<file path="src/emsc_cfg.svh">
// What this block does
// - Three modes, manual, off, auto, taken from the keyed selector input.
// - Manual mode gives manual control; interlocks block damaging manual motion commands.
// - Off starts controlled stop; off back to auto resumes at the stopped step.
// - Auto cycling starts only after the auto-start button; selecting auto alone does not.
// - White auto lamp is on while in auto idle, auto run or controlled halt; it stays off in fault, even with the selector at auto.
// - Controlled halt is entered only from auto, by the controlled-halt button.
// - In controlled halt the lamp blinks and the step number stays frozen.
// - Controlled halt drops motion outputs but keeps all sequencer state.
// - Emergency halt drops every motion output at the next clock edge.
// - Emergency halt removes output power except lamps and readouts.
// - Selector in off stops all motion in its area.
// - Selector in manual stops motion; only a manual action switch restarts it.
// - Each asserted emergency switch lights its own lamp and shows a diagnostic code.
// - Every emergency-halt button has its own separately observed input.
// - Resume restores power; auto stays blocked until machines are home.
// - After start-up, wait 15 seconds before any motion output.
// - Start-up horn sounds for the whole warning delay.
// - Temporary jam or peripheral-off shutdown restarts on its own when it clears.
// - After emergency halt, device jam or other error, stay stopped until operator restart.
// - A perimeter lanyard trip drives the local annunciator output.
// - Malfunction on action timeout, invalid state combination, or missing expected action.
// - Error display holds until the underlying error condition clears; a fault's code holds until error reset leaves the fault state.
`ifndef EMSC_CFG_SVH
`define EMSC_CFG_SVH
`define EMSC_CLK_HZ        40000000
`define EMSC_WARN_S        15
`define EMSC_WARN_CYC      (`EMSC_WARN_S * `EMSC_CLK_HZ)
`define EMSC_BLINK_HZ      2
`define EMSC_BLINK_CYC     (`EMSC_CLK_HZ / (2 * `EMSC_BLINK_HZ))
`define EMSC_ACT_TMO_CYC   200000000
`define EMSC_SEL_MANUAL    2'h1
`define EMSC_SEL_OFF       2'h0
`define EMSC_SEL_AUTO      2'h2
`define EMSC_ERR_NONE      8'h00
`define EMSC_ERR_TIMEOUT   8'h10
`define EMSC_ERR_INVALID   8'h11
`define EMSC_ERR_MISSING   8'h12
`define EMSC_ERR_JAM       8'h13
`define EMSC_ERR_ESTOP     8'h20
`define EMSC_ERR_LANYARD   8'h30
`endif

</file>
<file path="src/emsc_pkg.sv">
`default_nettype none
package emsc_pkg;
    // Supervisor states
    typedef enum logic [2:0] {
        ST_WARN,
        ST_OFF,
        ST_MANUAL,
        ST_AUTO_IDLE,
        ST_AUTO_RUN,
        ST_CTRL_HALT,
        ST_ESTOP,
        ST_FAULT
    } emsc_state_t;
endpackage : emsc_pkg
`default_nettype wire

</file>
<file path="src/emsc_mode_stop.sv">
`timescale 1ns/1ps
`default_nettype none
`include "emsc_cfg.svh"
module emsc_mode_stop #(
    parameter int N_ESTOP   = 4,
    parameter int N_ACT     = 4,
    parameter int STEP_W    = 8,
    parameter int WARN_CYC  = `EMSC_WARN_CYC,
    parameter int BLINK_CYC = `EMSC_BLINK_CYC,
    parameter int TMO_CYC   = `EMSC_ACT_TMO_CYC
) (
    // Clock and reset
    input  wire logic              i_core_clk,
    input  wire logic              i_rst,
    // Operator controls
    input  wire logic [1:0]        i_mode_selector,
    input  wire logic              i_auto_start,
    input  wire logic              i_ctrl_halt,
    input  wire logic              i_ctrl_halt_reset,
    input  wire logic              i_resume,
    input  wire logic              i_error_reset,
    input  wire logic              i_alarm_mute_button,
    input  wire logic [N_ESTOP-1:0] i_estop,
    input  wire logic              i_lanyard_trip,
    input  wire logic [N_ACT-1:0]  i_manual_action_switches,
    // Machine feedback
    input  wire logic [N_ACT-1:0]  i_interlock_ok,
    input  wire logic              i_at_home,
    input  wire logic              i_step_done,
    input  wire logic              i_flow_jam_tmp,
    input  wire logic              i_periph_off_tmp,
    input  wire logic              i_device_jam,
    input  wire logic              i_invalid_combo,
    input  wire logic              i_expected_missing,
    // Motion and power
    output logic [N_ACT-1:0]       o_motion_en,
    output logic                   o_seq_run,
    output logic [STEP_W-1:0]      o_seq_step,
    output logic                   o_homing,
    output logic                   o_out_power,
    // Lamps, horn and readouts
    output logic                   o_auto_lamp,
    output logic                   o_ctrl_halt_lamp,
    output logic [N_ESTOP-1:0]     o_estop_lamp,
    output logic                   o_lanyard_annunc,
    output logic                   o_startup_horn,
    output logic                   o_error_lamp,
    output logic                   o_audible_alarm,
    output logic [7:0]             o_error_code
);
    // =====================================================
    // State registers
    emsc_pkg::emsc_state_t state_ff, nxt_state;
    logic [31:0]       tmr_ff, nxt_tmr;
    logic [31:0]       blk_ff, nxt_blk;
    logic [31:0]       tmo_ff, nxt_tmo;
    logic [STEP_W-1:0] step_ff, nxt_step;
    logic              warned_ff, nxt_warned;
    logic              need_home_ff, nxt_need_home;
    logic              mute_ff, nxt_mute;
    logic [7:0]        code_ff, nxt_code;
    logic              blink_ff, nxt_blink;

    logic any_estop, tmp_stop, hard_err;

    // Emergency inputs each watched on their own line
    assign any_estop = |i_estop | i_lanyard_trip;
    assign tmp_stop  = i_flow_jam_tmp | i_periph_off_tmp;
    assign hard_err  = i_device_jam | i_invalid_combo | i_expected_missing | (tmo_ff >= 32'(TMO_CYC));

    // =====================================================
    // Next-state logic for the mode supervisor
    always_comb begin
        nxt_state     = state_ff;
        nxt_tmr       = tmr_ff;
        nxt_step      = step_ff;
        nxt_warned    = warned_ff;
        nxt_need_home = need_home_ff;
        nxt_tmo       = 32'h0;
        nxt_blk       = blk_ff + 32'h1;
        nxt_blink     = blink_ff;
        if (blk_ff >= 32'(BLINK_CYC - 1)) begin
            nxt_blk   = 32'h0;
            nxt_blink = ~blink_ff;
        end
        // Emergency wins over every mode and halt
        if (any_estop) begin
            nxt_state     = emsc_pkg::ST_ESTOP;
            nxt_need_home = 1'b1;
            nxt_warned    = 1'b0;
        end else begin
            unique case (state_ff)
                emsc_pkg::ST_WARN: begin
                    // Horn time before any motion
                    nxt_tmr = tmr_ff + 32'h1;
                    if (tmr_ff >= 32'(WARN_CYC - 1)) begin
                        nxt_warned = 1'b1;
                        nxt_tmr    = 32'h0;
                        nxt_state  = emsc_pkg::ST_OFF;
                    end
                end
                emsc_pkg::ST_OFF: begin
                    // Step kept so auto resumes where it stopped
                    if (i_mode_selector == `EMSC_SEL_AUTO)
                        nxt_state = emsc_pkg::ST_AUTO_IDLE;
                    else if (i_mode_selector == `EMSC_SEL_MANUAL)
                        nxt_state = emsc_pkg::ST_MANUAL;
                end
                emsc_pkg::ST_MANUAL: begin
                    if (i_mode_selector != `EMSC_SEL_MANUAL)
                        nxt_state = emsc_pkg::ST_OFF;
                end
                emsc_pkg::ST_AUTO_IDLE: begin
                    if (i_mode_selector != `EMSC_SEL_AUTO)
                        nxt_state = emsc_pkg::ST_OFF;
                    else if (i_auto_start && !tmp_stop)
                        nxt_state = emsc_pkg::ST_AUTO_RUN;
                end
                emsc_pkg::ST_AUTO_RUN: begin
                    // Timeout frozen during a temporary stop so a long jam never becomes a fault
                    nxt_tmo = i_step_done ? 32'h0 : (tmp_stop ? tmo_ff : tmo_ff + 32'h1);
                    if (i_mode_selector != `EMSC_SEL_AUTO)
                        nxt_state = emsc_pkg::ST_OFF;
                    else if (hard_err)
                        nxt_state = emsc_pkg::ST_FAULT;
                    else if (i_ctrl_halt)
                        nxt_state = emsc_pkg::ST_CTRL_HALT;
                    else if (i_step_done && !tmp_stop)
                        nxt_step = step_ff + STEP_W'(1);
                    if (need_home_ff && i_at_home)
                        nxt_need_home = 1'b0;
                end
                emsc_pkg::ST_CTRL_HALT: begin
                    // Step and stored data untouched here
                    if (i_mode_selector != `EMSC_SEL_AUTO)
                        nxt_state = emsc_pkg::ST_OFF;
                    else if (i_ctrl_halt_reset)
                        nxt_state = emsc_pkg::ST_AUTO_RUN;
                end
                emsc_pkg::ST_ESTOP: begin
                    // Operator resume needed; homing follows
                    if (i_resume)
                        nxt_state = emsc_pkg::ST_WARN;
                end
                emsc_pkg::ST_FAULT: begin
                    // Selector honoured on recovery so the auto lamp never lights outside auto
                    if (i_error_reset && !hard_err)
                        nxt_state = (i_mode_selector == `EMSC_SEL_AUTO) ? emsc_pkg::ST_AUTO_IDLE
                                                                        : emsc_pkg::ST_OFF;
                end
            endcase
        end
    end

    // Registered supervisor state
    always_ff @(posedge i_core_clk) begin
        if (i_rst) begin
            state_ff     <= emsc_pkg::ST_WARN;
            tmr_ff       <= 32'h0;
            blk_ff       <= 32'h0;
            tmo_ff       <= 32'h0;
            step_ff      <= '0;
            warned_ff    <= 1'b0;
            need_home_ff <= 1'b0;
            blink_ff     <= 1'b0;
        end else begin
            state_ff     <= nxt_state;
            tmr_ff       <= nxt_tmr;
            blk_ff       <= nxt_blk;
            tmo_ff       <= nxt_tmo;
            step_ff      <= nxt_step;
            warned_ff    <= nxt_warned;
            need_home_ff <= nxt_need_home;
            blink_ff     <= nxt_blink;
        end
    end

    // =====================================================
    // Error latch and alarm mute
    always_comb begin
        nxt_code = code_ff;
        nxt_mute = mute_ff;
        if (i_estop != '0)
            nxt_code = `EMSC_ERR_ESTOP;
        else if (i_lanyard_trip)
            nxt_code = `EMSC_ERR_LANYARD;
        else if (i_device_jam)
            nxt_code = `EMSC_ERR_JAM;
        else if (tmo_ff >= 32'(TMO_CYC))
            nxt_code = `EMSC_ERR_TIMEOUT;
        else if (i_invalid_combo)
            nxt_code = `EMSC_ERR_INVALID;
        else if (i_expected_missing)
            nxt_code = `EMSC_ERR_MISSING;
        else if (!hard_err && state_ff != emsc_pkg::ST_FAULT)
            nxt_code = `EMSC_ERR_NONE;
        // New error re-arms the audible alarm; mute does not clear the code
        if (nxt_code != code_ff)
            nxt_mute = 1'b0;
        else if (i_alarm_mute_button)
            nxt_mute = 1'b1;
    end

    always_ff @(posedge i_core_clk) begin
        if (i_rst) begin
            code_ff <= 8'h00;
            mute_ff <= 1'b0;
        end else begin
            code_ff <= nxt_code;
            mute_ff <= nxt_mute;
        end
    end

    // =====================================================
    // Registered outputs; motion gated by mode, halt and emergency
    always_ff @(posedge i_core_clk) begin
        if (i_rst) begin
            o_motion_en      <= '0;
            o_seq_run        <= 1'b0;
            o_seq_step       <= '0;
            o_homing         <= 1'b0;
            o_out_power      <= 1'b0;
            o_auto_lamp      <= 1'b0;
            o_ctrl_halt_lamp <= 1'b0;
            o_estop_lamp     <= '0;
            o_lanyard_annunc <= 1'b0;
            o_startup_horn   <= 1'b0;
            o_error_lamp     <= 1'b0;
            o_audible_alarm  <= 1'b0;
            o_error_code     <= 8'h00;
        end else begin
            // Manual switches pass only where interlocked safe
            o_motion_en <= (!any_estop && nxt_state == emsc_pkg::ST_MANUAL && warned_ff)
                           ? (i_manual_action_switches & i_interlock_ok) : '0;
            o_seq_run   <= !any_estop && warned_ff && nxt_state == emsc_pkg::ST_AUTO_RUN
                           && !need_home_ff && !tmp_stop;
            o_homing    <= !any_estop && warned_ff && nxt_state == emsc_pkg::ST_AUTO_RUN && need_home_ff;
            o_seq_step  <= step_ff;
            o_out_power <= !any_estop && state_ff != emsc_pkg::ST_ESTOP;
            o_auto_lamp <= (state_ff == emsc_pkg::ST_AUTO_IDLE) || (state_ff == emsc_pkg::ST_AUTO_RUN)
                           || (state_ff == emsc_pkg::ST_CTRL_HALT);
            o_ctrl_halt_lamp <= (state_ff == emsc_pkg::ST_CTRL_HALT) && blink_ff;
            o_estop_lamp     <= i_estop;
            o_lanyard_annunc <= i_lanyard_trip;
            o_startup_horn   <= (state_ff == emsc_pkg::ST_WARN) && !any_estop;
            o_error_lamp     <= code_ff != `EMSC_ERR_NONE;
            o_audible_alarm  <= (code_ff != `EMSC_ERR_NONE) && !mute_ff;
            o_error_code     <= code_ff;
        end
    end
endmodule : emsc_mode_stop
`default_nettype wire

</file>
<file path="config.mk">
export PLATFORM = sky130hd
export DESIGN_NAME = emsc_mode_stop
export DESIGN_NICKNAME = d
export VERILOG_FILES = /design/src/emsc_pkg.sv /design/src/emsc_mode_stop.sv
export VERILOG_INCLUDE_DIRS = /design/src
export SDC_FILE = /design/constraint.sdc
export NUM_CORES = 1
export LEC_CHECK = 0
export BUFFER_PORTS_ARGS = -buffer_cell sky130_fd_sc_hd__buf_2
export CAP_MARGIN = 20
export CORE_MARGIN = 1
export CORE_UTILIZATION = 40
export CTS_CLUSTER_DIAMETER = 100
export DETAILED_ROUTE_END_ITERATION = 8
export PLACE_DENSITY = 0.69
export SLEW_MARGIN = 20
export SYNTH_ARGS = -nofsm -noshare
export SYNTH_HDL_FRONTEND = slang
export SYNTH_SLANG_ARGS = --single-unit
</file>
<file path="constraint.sdc">
create_clock -name i_core_clk -period 2.8 [get_ports i_core_clk]
set_clock_uncertainty 0.05 [all_clocks]
set_input_delay 0.56 -clock i_core_clk [delete_from_list [all_inputs] [get_ports i_core_clk]]
set_output_delay 0.56 -clock i_core_clk [all_outputs]
set_load 0.01 [all_outputs]
</file>
* Word-level counts from Yosys, hierarchy flattened
Cells that the tools add are included.
** Word-level totals
- Bits in registers :: 152
- Output and inout bits :: 33
- Logic and storage cells :: 124
** Cells by class
- Add/sub/neg operators :: 4
- Order comparisons :: 3
- Equality and inequality tests :: 16
- Mux-type cells :: 27
- Bitwise logic cells :: 13
- Reductions and logical operators :: 38
** Operators with widths (number)
- adder 32 x 1 -> 32 bit, second input constant :: 3
- two-way mux 8 bit :: 7
- two-way mux 3 bit :: 14
- >= comparator 32 x 24 -> 1 bit, second input constant :: 1
- >= comparator 32 x 28 -> 1 bit, second input constant :: 1
- >= comparator 32 x 30 -> 1 bit, second input constant :: 1
- two-way mux 32 bit :: 1
- one-hot mux 3 bit (8 select lines) :: 1
- logical AND 1 bit :: 16
- == test 3 bit, second input constant :: 5
- == test 3 x 2 -> 1 bit, second input constant :: 3
- adder 8 x 1 -> 8 bit, second input constant :: 1
- inequality test 8 bit :: 1
- nonzero test 8 bit :: 1
- OR reduction 2 bit :: 4
- OR reduction 4 bit :: 2
- inverter 1 bit :: 7
- inequality test 3 bit, second input constant :: 2
- AND reduction 2 bit :: 3
- AND reduction 6 bit :: 1
- zero test 1 bit :: 5
- bitwise OR 1 bit :: 5
- AND 4 bit :: 1
- nonzero test 2 bit :: 2
- 10 further kinds :: 13

* Depth between registers and ports, before layout
Gate-level depths: netlist (run 1).
- Word-level depth :: 14
- Gate-level depth with buffers :: 8
- Depth with buffers taken out :: 7

* Worst setup path after synthesis (run 1)
Ideal clock, no wire load.
- Path kind :: input to register
- Start point :: input i_estop[1]
- End point :: register tmo_ff[8]
- Setup time :: 64 ps
- Arrival :: 2324 ps
- Slack :: 362 ps
- Cell stages on the path :: 7
- Path buffers :: 3
- Cell sequence :: or4_4 buf_6 or3_4 or4_1 buf_2 buf_6 nor2_1
** On the way
- Word-level cells in the longest chain between the ends :: 3
** RTL lines
- from (decl) :: line emsc_mode_stop.sv:23 : input wire logic [N_ESTOP-1:0] i_estop,
- OR reduction 4 bit :: line emsc_mode_stop.sv:67 : assign any_estop = |i_estop | i_lanyard_trip;
- bitwise OR 1 bit :: line emsc_mode_stop.sv:67
- OR reduction 4 bit (no line)
- to (signal assigned) :: line emsc_mode_stop.sv:170 : tmo_ff <= nxt_tmo;
- to (decl) :: line emsc_mode_stop.sv:56 : logic [31:0] tmo_ff, nxt_tmo;
Every way passes these cells.
A chain may end at the register's enable or synchronous reset.

* Worst setup path in the final report (run 1)
- Start point :: register tmo_ff[28]
- End point :: register o_motion_en[2]
** On the way
- Word-level cells in the longest chain between the ends :: 12
- Elaborated cells between the ends (all ways) :: 14
** RTL lines
- >= comparator 32 x 28 -> 1 bit (*) :: line emsc_mode_stop.sv:69 : assign hard_err = i_device_jam | i_invalid_combo | i_expected_missing | (tmo_ff >= 32'(TMO_CYC));
- bitwise OR 1 bit (*) :: line emsc_mode_stop.sv:69
- zero test 1 bit :: line emsc_mode_stop.sv:147 : if (i_error_reset && !hard_err)
- logical AND 1 bit :: line emsc_mode_stop.sv:147
- two-way mux 3 bit :: line emsc_mode_stop.sv:147
- one-hot mux 3 bit (8 select lines) (*) :: line emsc_mode_stop.sv:92 : unique case (state_ff)
- two-way mux 3 bit (*) :: line emsc_mode_stop.sv:87 : if (any_estop) begin
- == test 3 x 2 -> 1 bit (*) :: line emsc_mode_stop.sv:233 : o_motion_en <= (!any_estop && nxt_state == emsc_pkg::ST_MANUAL && warned_ff)
- logical AND 1 bit (*) (2 in series) :: line emsc_mode_stop.sv:233
- inverter 1 bit (no line) (*)
- OR reduction 2 bit (no line) (*)
- to (signal assigned) :: line emsc_mode_stop.sv:233
- to (decl) :: line emsc_mode_stop.sv:36 : output logic [N_ACT-1:0] o_motion_en,
Every way passes the cells marked *; elsewhere a longest branch is shown, timed or not.

==> results of run 1 <==
routing by layer:
layer | track usage (%) | wire, µm | vias to the layer above
met5 | 0 | 13 | -
met4 | 8.166 | 294 | 2
met3 | 5.114 | 584 | 25
met2 | 25.88 | 5865 | 100
met1 | 21.30 | 6284 | 2363
li1 | - | - | 2653
Yosys cell counts (3+ instances only):
cell type and instances:
o211ai_1 5, nor4_1 21, nand3_1 34, nor3_1 19
clkbuf_1 17, a211oi_1 3, inv_1 20, xnor2_1 36
dfxtp_1 152, ha_1 5, nand2_1 57, xor2_1 48
or3_1 3, buf_6 4, o21ai_0 6, or2_2 3
nor2_1 137, nand4_1 23, a21oi_1 20, nor4b_1 3
nand2b_1 7, nand4b_1 4, a211o_1 3, or4_1 3
buf_2 6, nor2b_1 26, and4_1 3, a31oi_1 6
and2_1 9, and3_1 11
final timing paths:
kind	start	end	slack, ps	cells after the start
worst min-delay path	i_estop[2]	o_estop_lamp[2]	320	2
worst max-delay path	tmo_ff[28]	o_motion_en[2]	410	6
worst min register to register	blk_ff[0]	blk_ff[0]	400	1
worst max register to register	tmo_ff[28]	o_motion_en[2]	410	6
sequential cells by signal (all words and copies together), names as in the netlist:
register / flops
o_error_code: 8
o_ctrl_halt_lamp: 1
o_seq_run: 1
step_ff: 8
o_homing: 1
blink_ff: 1
o_lanyard_annunc: 1
blk_ff: 32
mute_ff: 1
o_seq_step: 8
o_audible_alarm: 1
need_home_ff: 1
o_startup_horn: 1
o_motion_en: 4
tmr_ff: 32
code_ff: 8
o_estop_lamp: 4
o_out_power: 1
state_ff: 3
o_auto_lamp: 1
o_error_lamp: 1
warned_ff: 1
tmo_ff: 32
through the flow:
stage          setup slack, ps  hold WS (ps)  util, %  total power (µW)
4_1_cts                  406.6         294.9    48.16              4585
3_3_place_gp             220.6         379.7    44.55              2371
3_5_place_dp             187.8         392.9    44.55              2373
5_1_grt                  84.59         310.0    48.17              4678
6_report                 412.4         318.3    48.17              4523
2_1_floorplan            361.7         342.5        -              2316
power by group through the flow:
stage	clock network, µW	registers, µW	logic [µW]
after floorplan	0	2240	75.4
after global placement	0	2240	129
after detailed placement	0	2240	130
after CTS	2260	2190	131
after global routing	2340	2200	146
final	2200	2190	130
critical path, delay by kind of cell, from the launching register on:
kind,cells,cell delay [ps]
AO/OA/AOI/OAI,1,280
AND/OR/NAND/NOR,5,1610
flip-flops,1,340
cell families after synthesis:
| family | count (synthesis) |
|---|---|
| other | 1 |
| AOI/OAI and AO/OA | 64 |
| xor gates and xnor gates | 84 |
| and+or+nand+nor | 377 |
| buffers and inverters | 48 |
| adders and majority gates | 5 |
| DFF | 152 |
| muxes | 4 |
cell type report:
| class | count | area (µm²) | share of cell area [%] |
|---|---|---|---|
| inverters | 20 | 75.07 | 0.9846 |
| flip-flops and latches | 152 | 3043 | 39.91 |
| multi-input cells | 542 | 3216 | 42.17 |
| well taps | 216 | 270.3 | 3.544 |
| diodes | 1 | 2.502 | 0.03282 |
| clock inverters | 12 | 127.6 | 1.674 |
| clock buffers | 19 | 442.9 | 5.809 |
| repair buffers | 77 | 447.9 | 5.875 |
==> metrics, run 1 <==
Post-CTS Setup Repair Bufs=0; synth warn=0; Gate power share=2.9%; crit path cell chain=nor4_1, nand3_1, or2_2, a31oi_1, nand4b_1, nor4_1; Crit path top cell by count=nor4_1; post-synthesis mux area share=0.6596%; CORE AREA=15830 µm²; most frequent cells in the layout=152 x dfxtp_1, 137 x nor2_1, 62 x buf_2; DRT Pass-1 Iters=6; Max FO, Critical Path=8; First DRT Iteration DRCs=290; Avg Cell Area, Syn=8.775 µm²; Num CTS Buffers=17; largest net degree at the start of global routing=46; first-pass GRT wire length=21.81 mm; port buffer count=62; Final nets=845; critical path startpoint category=flip-flop; Synth Area in XOR/XNOR=11.41%; largest family of logic cells by synthesized area=simple AND/OR/NAND/NOR gates; chip width=129.0 µm; Clk pwr share=48.6%; Largest stage delay, worst path=380 ps; Placed Instances=1007; post-CTS sizing=0; grt ovf=0; Synth area leader=dfxtp_1; Final Instance Area=7625 µm²; RSZ-0062 raised after global routing=no; Worst slew margin=50.86%; P_sw=962.0 µW; CTS tree=yes; most common library cell in the layout ignoring fill and taps=dfxtp_1; FF+latch count, synth=152; Leak Pwr=0.002758 µW; gp weighted congestion=0.8123; CTS Sinks=152; Required @ worst endpoint=3070 ps; synthesis-to-layout area growth=18.22%; H-tree depth=4; CTS Hold Bufs=0; vias in the first global route=4739; crit path DAT=2660 ps; DRT antenna net count=0; post-synthesis cell count=735; Setup TNS=0 ps; DR vias/cell=4.950; Placed Area=7052 µm²; max frequency=418.8 MHz; switch share=21.27%; drt wl/cell=12.55 µm; Synth Area in Adders=0.9699%; fin crit period=2388 ps; Final period util=85.27%; post-synthesis compound-gate area fraction=6.770%; DIE AREA=16640 µm²; worst slew pin tran=726.9 ps; Max VDD drop=425.1 µV; Crit Path Category=flip-flop to flip-flop; crit end category=flip-flop; fin cells=1039; Unique masters post-synth=61; EDFF count, synth=0; Fin. Hold Viols=0; Die H=129.0 µm; layout cells sized above 1=15.21%; Simple-Gate Fraction of Synth Area=29.58%; sequential share of power=48.5%; clock buffer depth=2; overall global routing resource usage=16.77%; Synth top area share=47.18%; clk_lat worst skew=420 ps; Post-synth top flop=dfxtp_1; Max stage delay cell, worst path=nor4_1; largest cells by area after synthesis=dfxtp_1 47%, nor2_1 8.0%, xor2_1 6.5%; register area share after synthesis=47.18%; clk slew on worst S/H paths=60 ps; async set-reset flop share out of synthesis=0%; number of setup violations in the final report=0; worst min path class=primary input to flip-flop; num rows=46; effective utilization at floorplan=40.75%; Synth Cell Area=6450 µm²; Pwr Density=593.2 nW/µm²; status=finished, final reports clean; DR vias=5143; DR DRC count=0; DPL Wire Length=8.943 mm; max_cap viols=0; antenna violations before repair=2; Slew Viols, Final=0; Fillers=1515; Total Wirelength=13.04 mm; Clock Tree Root=clkbuf_16; Internal=3561 µW; IO Pins=63
Power figures use the tool's default switching activity.
==> run 2: changes to the inputs <==
==> constraint.sdc (replaced) <==
create_clock -name i_core_clk -period 2.8 [get_ports i_core_clk]
set_clock_uncertainty 0.05 [all_clocks]
set_input_delay 0.42 -clock i_core_clk [delete_from_list [all_inputs] [get_ports i_core_clk]]
set_output_delay 0.42 -clock i_core_clk [all_outputs]
set_load 0.01 [all_outputs]
==> run 2 against run 1 <==
First-iteration DRC count rose by 31%. Critical path depth did not move. Worst setup slack got worse by 12 ps. Critical path type unchanged. Critical endpoint is now o_motion_en[1]. Largest cell class unchanged.
==> metrics, run 2 (same netlist as run 1, synthesis figures left out) <==
max_cap viols=0; sequential share of power=46.4%; CTS tree=yes; status=finished, final reports clean; num rows=46; Worst slew margin=50.11%; Required @ worst endpoint=3080 ps; Final nets=846; effective utilization at floorplan=40.75%; synthesis-to-layout area growth=19.03%; DP Worst Slack=251.2 ps; DR vias=5077; IO Pins=63; R2R depth=6; first-pass GRT wire length=22.08 mm; worst slew pin tran=748.3 ps; Clk pwr share=50.7%; clk_lat worst skew=430 ps; Clock Tree Root=clkbuf_16; clock buffer depth=2; switch share=21.22%; post-CTS sizing=0; DRT antenna net count=0; vias in the first global route=4686; CORE AREA=15830 µm²; layout cells sized above 1=15.53%; Fillers=1516; Total Wirelength=12.94 mm; HP Start=i_interlock_ok[0]; port buffer count=62; most common library cell in the layout ignoring fill and taps=dfxtp_1; Max FO, Critical Path=8; grt ovf=0; overall global routing resource usage=16.95%; antenna violations before repair=1; number of setup violations in the final report=0; clk slew on worst S/H paths=60 ps; drt wl/cell=12.45 µm; DRT Pass-1 Iters=5; Placed Instances=1008; DIE AREA=16640 µm²; P_sw=1002 µW; FF-to-FF End=o_motion_en[1]; CTS Hold Bufs=0; Fin. Hold Viols=0; Die H=129.0 µm; largest net degree at the start of global routing=49; Internal=3720 µW; Post-CTS Setup Repair Bufs=0; Leak Pwr=0.002781 µW; Gate power share=2.8%; total power=4722 µW; gp weighted congestion=0.8052; worst min path class=primary input to flip-flop; Slew Viols, Final=0; DPL Wire Length=8.953 mm; RSZ-0062 raised after global routing=no; Final period util=85.71%; Hold Crit Endpoint=o_motion_en[0]; Pwr Density=615.0 nW/µm²; Num CTS Buffers=17; most frequent cells in the layout=152 x dfxtp_1, 137 x nor2_1, 62 x buf_2; largest registers=blk_ff x32, tmo_ff x32, tmr_ff x32; Final WS setup=400.1 ps; reg2reg setup slack=400 ps; Crit Path Category=flip-flop to flip-flop; crit path DAT=2680 ps; Max VDD drop=417.8 µV; DR DRC count=0; fin cells=1040; antenna diode count=0; H-tree depth=4; First DRT Iteration DRCs=381; chip width=129.0 µm; RR Startpoint=tmo_ff[28]; crit end category=flip-flop; CTS Sinks=152; critical path startpoint category=flip-flop; max frequency=416.7 MHz; worst hold stages=3; DR vias/cell=4.882; Setup TNS=0 ps; fin crit period=2400 ps
-- run 2: cell count changes in the layout (fill, tap and decap cells not counted) --
| cell | before | now |
|---|---|---|
| bufinv_16 | 2 | 3 |
| buf_4 | 13 | 15 |
| clkinv_4 | 1 | 2 |
| clkinv_2 | 4 | 0 |
| buf_12 | 2 | 1 |
| clkbuf_1 | 1 | 0 |
| inv_6 | 1 | 3 |
| diode_2 | 1 | 0 |
| clkbuf_8 | 1 | 3 |
-- run 2: how the worst max path moves through the flow --
stage                     endpoint        from
floorplan                tmo_ff[8]  i_estop[1]
global placement    o_motion_en[1]  i_estop[1]
detailed placement  o_motion_en[1]  i_estop[1]
CTS                 o_motion_en[1]  tmo_ff[28]
global route        o_motion_en[2]  tmo_ff[28]
finish              o_motion_en[1]  tmo_ff[28]
-- run 2: per-layer routing --
metal  vias up  track usage, %  share of wire, %
met5         -               0              0.10
met4         2           7.751               1.6
met3        16           4.574               4.0
met2        75           26.20                45
met1      2326           22.04                49
li1       2658               -                 -
-- run 2: worst max-delay path: stages (launching register included) --
cell and delay, ps:
dfxtp_1 340, nor4_1 350, nand3_1 310, or2_2 370
a31oi_1 330, nand4b_1 280, nor4_1 270
-- run 2: area by class of cell --
class | instances | area (µm²) | area share (%)
inverters | 20 | 75.07 | 0.9778
multi-input cells | 542 | 3216 | 41.88
clock inverters | 12 | 163.9 | 2.135
flip-flops and latches | 152 | 3043 | 39.63
repair buffers | 78 | 442.9 | 5.769
well taps | 216 | 270.3 | 3.520
clock buffers | 20 | 466.7 | 6.079
-- run 2: per-stage QoR --
step                utilization, %  hold WS (ps)  cell area, µm²
floorplan                        -         342.5            6476
global placement             44.52         380.4            7047
detailed placement           44.52         391.0            7047
CTS                          48.51         146.0            7677
global route                 48.51         155.6            7677
finish                       48.51         162.5            7677
-- run 2: power groups by stage --
stage | registers (µW) | clock network (µW) | logic (µW)
finish | 2190 | 2400 | 133
global placement | 2240 | 0 | 134
detailed placement | 2240 | 0 | 133
floorplan | 2240 | 0 | 75.4
global route | 2190 | 2550 | 148
CTS | 2190 | 2450 | 134
==> run 3: changes to the inputs <==
CTS_CLUSTER_DIAMETER = unset   (was 100)
REMOVE_ABC_BUFFERS = 1   (was unset)
==> run 3 against run 2 <==
Largest power group is now registers. Core utilization fell by 0.71 points. Global-route usage fell by 0.32 points. Non-clock buffer count shrank 3. Sequential share of layout area is 0.59 points higher. Maximum frequency up 0.99%. Critical path depth is 1 higher. Critical path type unchanged. Total power shrank 5.8%. Count of clock-buffer cells in the layout grew 4. Worst setup slack gained 23 ps. Wire length decreased by 1.5%.
==> metrics, run 3 (same netlist as run 1, synthesis figures left out) <==
status=finished, final reports clean; CORE AREA=15830 µm²; Leak Pwr=0.002741 µW; chip width=129.0 µm; vias in the first global route=4714; Total Wirelength=12.75 mm; largest registers=blk_ff x32, tmo_ff x32, tmr_ff x32; clock buffer depth=2; Largest stage delay, worst path=530 ps; post-CTS sizing=0; CTS tree=yes; Crit Path Category=flip-flop to flip-flop; antenna violations before repair=0; Required @ worst endpoint=3060 ps; DRT Pass-1 Iters=6; CTS Hold Bufs=0; Num CTS Buffers=17; First DRT Iteration DRCs=285; critical path startpoint category=flip-flop; Worst slew margin=49.61%; WP buf/inv=1; DR vias=5080; number of setup violations in the final report=0; most frequent cells in the layout=152 x dfxtp_1, 137 x nor2_1, 62 x buf_2; IO Pins=63; most common library cell in the layout ignoring fill and taps=dfxtp_1; Setup TNS=0 ps; Max FO, Critical Path=14; Fin. Hold Viols=0; H-tree depth=4; synthesis-to-layout area growth=17.28%; layout cells sized above 1=14.74%; num rows=46; Final period util=84.87%; fin crit period=2376 ps; antenna diode count=0; Final WS setup=423.5 ps; clk_lat worst skew=420 ps; RSZ-0062 raised after global routing=no; Pwr Density=588.0 nW/µm²; Post-CTS Setup Repair Bufs=0; DIE AREA=16640 µm²; worst slew pin tran=755.9 ps; worst min path class=primary input to flip-flop; first-pass GRT wire length=21.85 mm; DP Worst Slack=214.4 ps; Max stage delay cell, worst path=or4_1; CP delay by family, top=simple AND/OR/NAND/NOR gates; crit end category=flip-flop; clk slew on worst S/H paths=60 ps; max frequency=420.8 MHz; effective utilization at floorplan=40.75%; CTS Sinks=152; crit path DAT=2630 ps; drt wl/cell=12.29 µm; crit path cell chain=or4_1, o211ai_1, a21boi_1, buf_4, nor3_2, nand4_1, mux2_2; largest net degree at the start of global routing=33; gp weighted congestion=0.8339; Final nets=843; DR DRC count=0; Max VDD drop=399.0 µV; max_cap viols=0; Clock Tree Root=clkbuf_16; Slew Viols, Final=0; DRT antenna net count=0; DR vias/cell=4.899; Die H=129.0 µm; DPL Wire Length=8.938 mm; overall global routing resource usage=16.63%; grt ovf=0; port buffer count=62
-- run 3: worst register-to-register path, delay by kind of cell, from the launching register on --
kind | cells | cell delay, ps
and+or+nand+nor | 3 | 1000
muxes | 1 | 280
AOI/OAI and AO/OA | 2 | 400
buffers and inverters | 1 | 210
DFF | 1 | 340
-- run 3: path summary, 6_finish.rpt --
| kind | start | endpoint | slack [ps] | cells after the start |
|---|---|---|---|---|
| min | i_estop[0] | o_estop_lamp[0] | 170 | 2 |
| max | tmo_ff[10] | step_ff[4] | 420 | 7 |
| min reg2reg | mute_ff | o_audible_alarm | 370 | 1 |
| max reg2reg | tmo_ff[10] | step_ff[4] | 420 | 7 |
-- run 3: final cells by class --
cell class                      count  area [µm²]
Fill cell                        1490        8263
Multi-Input combinational cell    542        3216
Sequential cell                   152        3043
Clock buffer                       24       481.7
Timing Repair Buffer               75       407.9
Tap cell                          216       270.3
Inverter                           20       75.07
Clock inverter                      8       71.32
-- run 3: stage by stage --
step | utilization (%) | hold WS [ps] | instances | instance area [µm²] | total power (µW)
final | 47.79 | 175.0 | 1037 | 7565 | 4448
after floorplan | - | 342.5 | 714 | 6334 | 2301
after global routing | 47.79 | 171.5 | 1037 | 7565 | 4602
after CTS | 47.79 | 158.6 | 1037 | 7565 | 4492
after global placement | 44.30 | 364.8 | 1005 | 7012 | 2369
after detailed placement | 44.30 | 366.8 | 1005 | 7012 | 2370
-- run 3: report_power, final --
part / internal, µW / total (µW) / switching [µW] / leakage [µW]
logic: 52.0 / 129 / 77.4 / 0.00124
registers: 2180 / 2190 / 11.8 / 0.00123
clock network: 1290 / 2120 / 839 / 0.000274
total: 3520 / 4450 / 928 / 0.00274
-- run 3: layer usage --
| layer | vias up | routed length [µm] | track usage [%] |
|---|---|---|---|
| li1 | 2632 | - | - |
| met1 | 2325 | 6176 | 21.42 |
| met2 | 102 | 5738 | 25.76 |
| met3 | 21 | 617 | 4.948 |
| met4 | 0 | 216 | 7.336 |
| met5 | - | 0 | 0 |
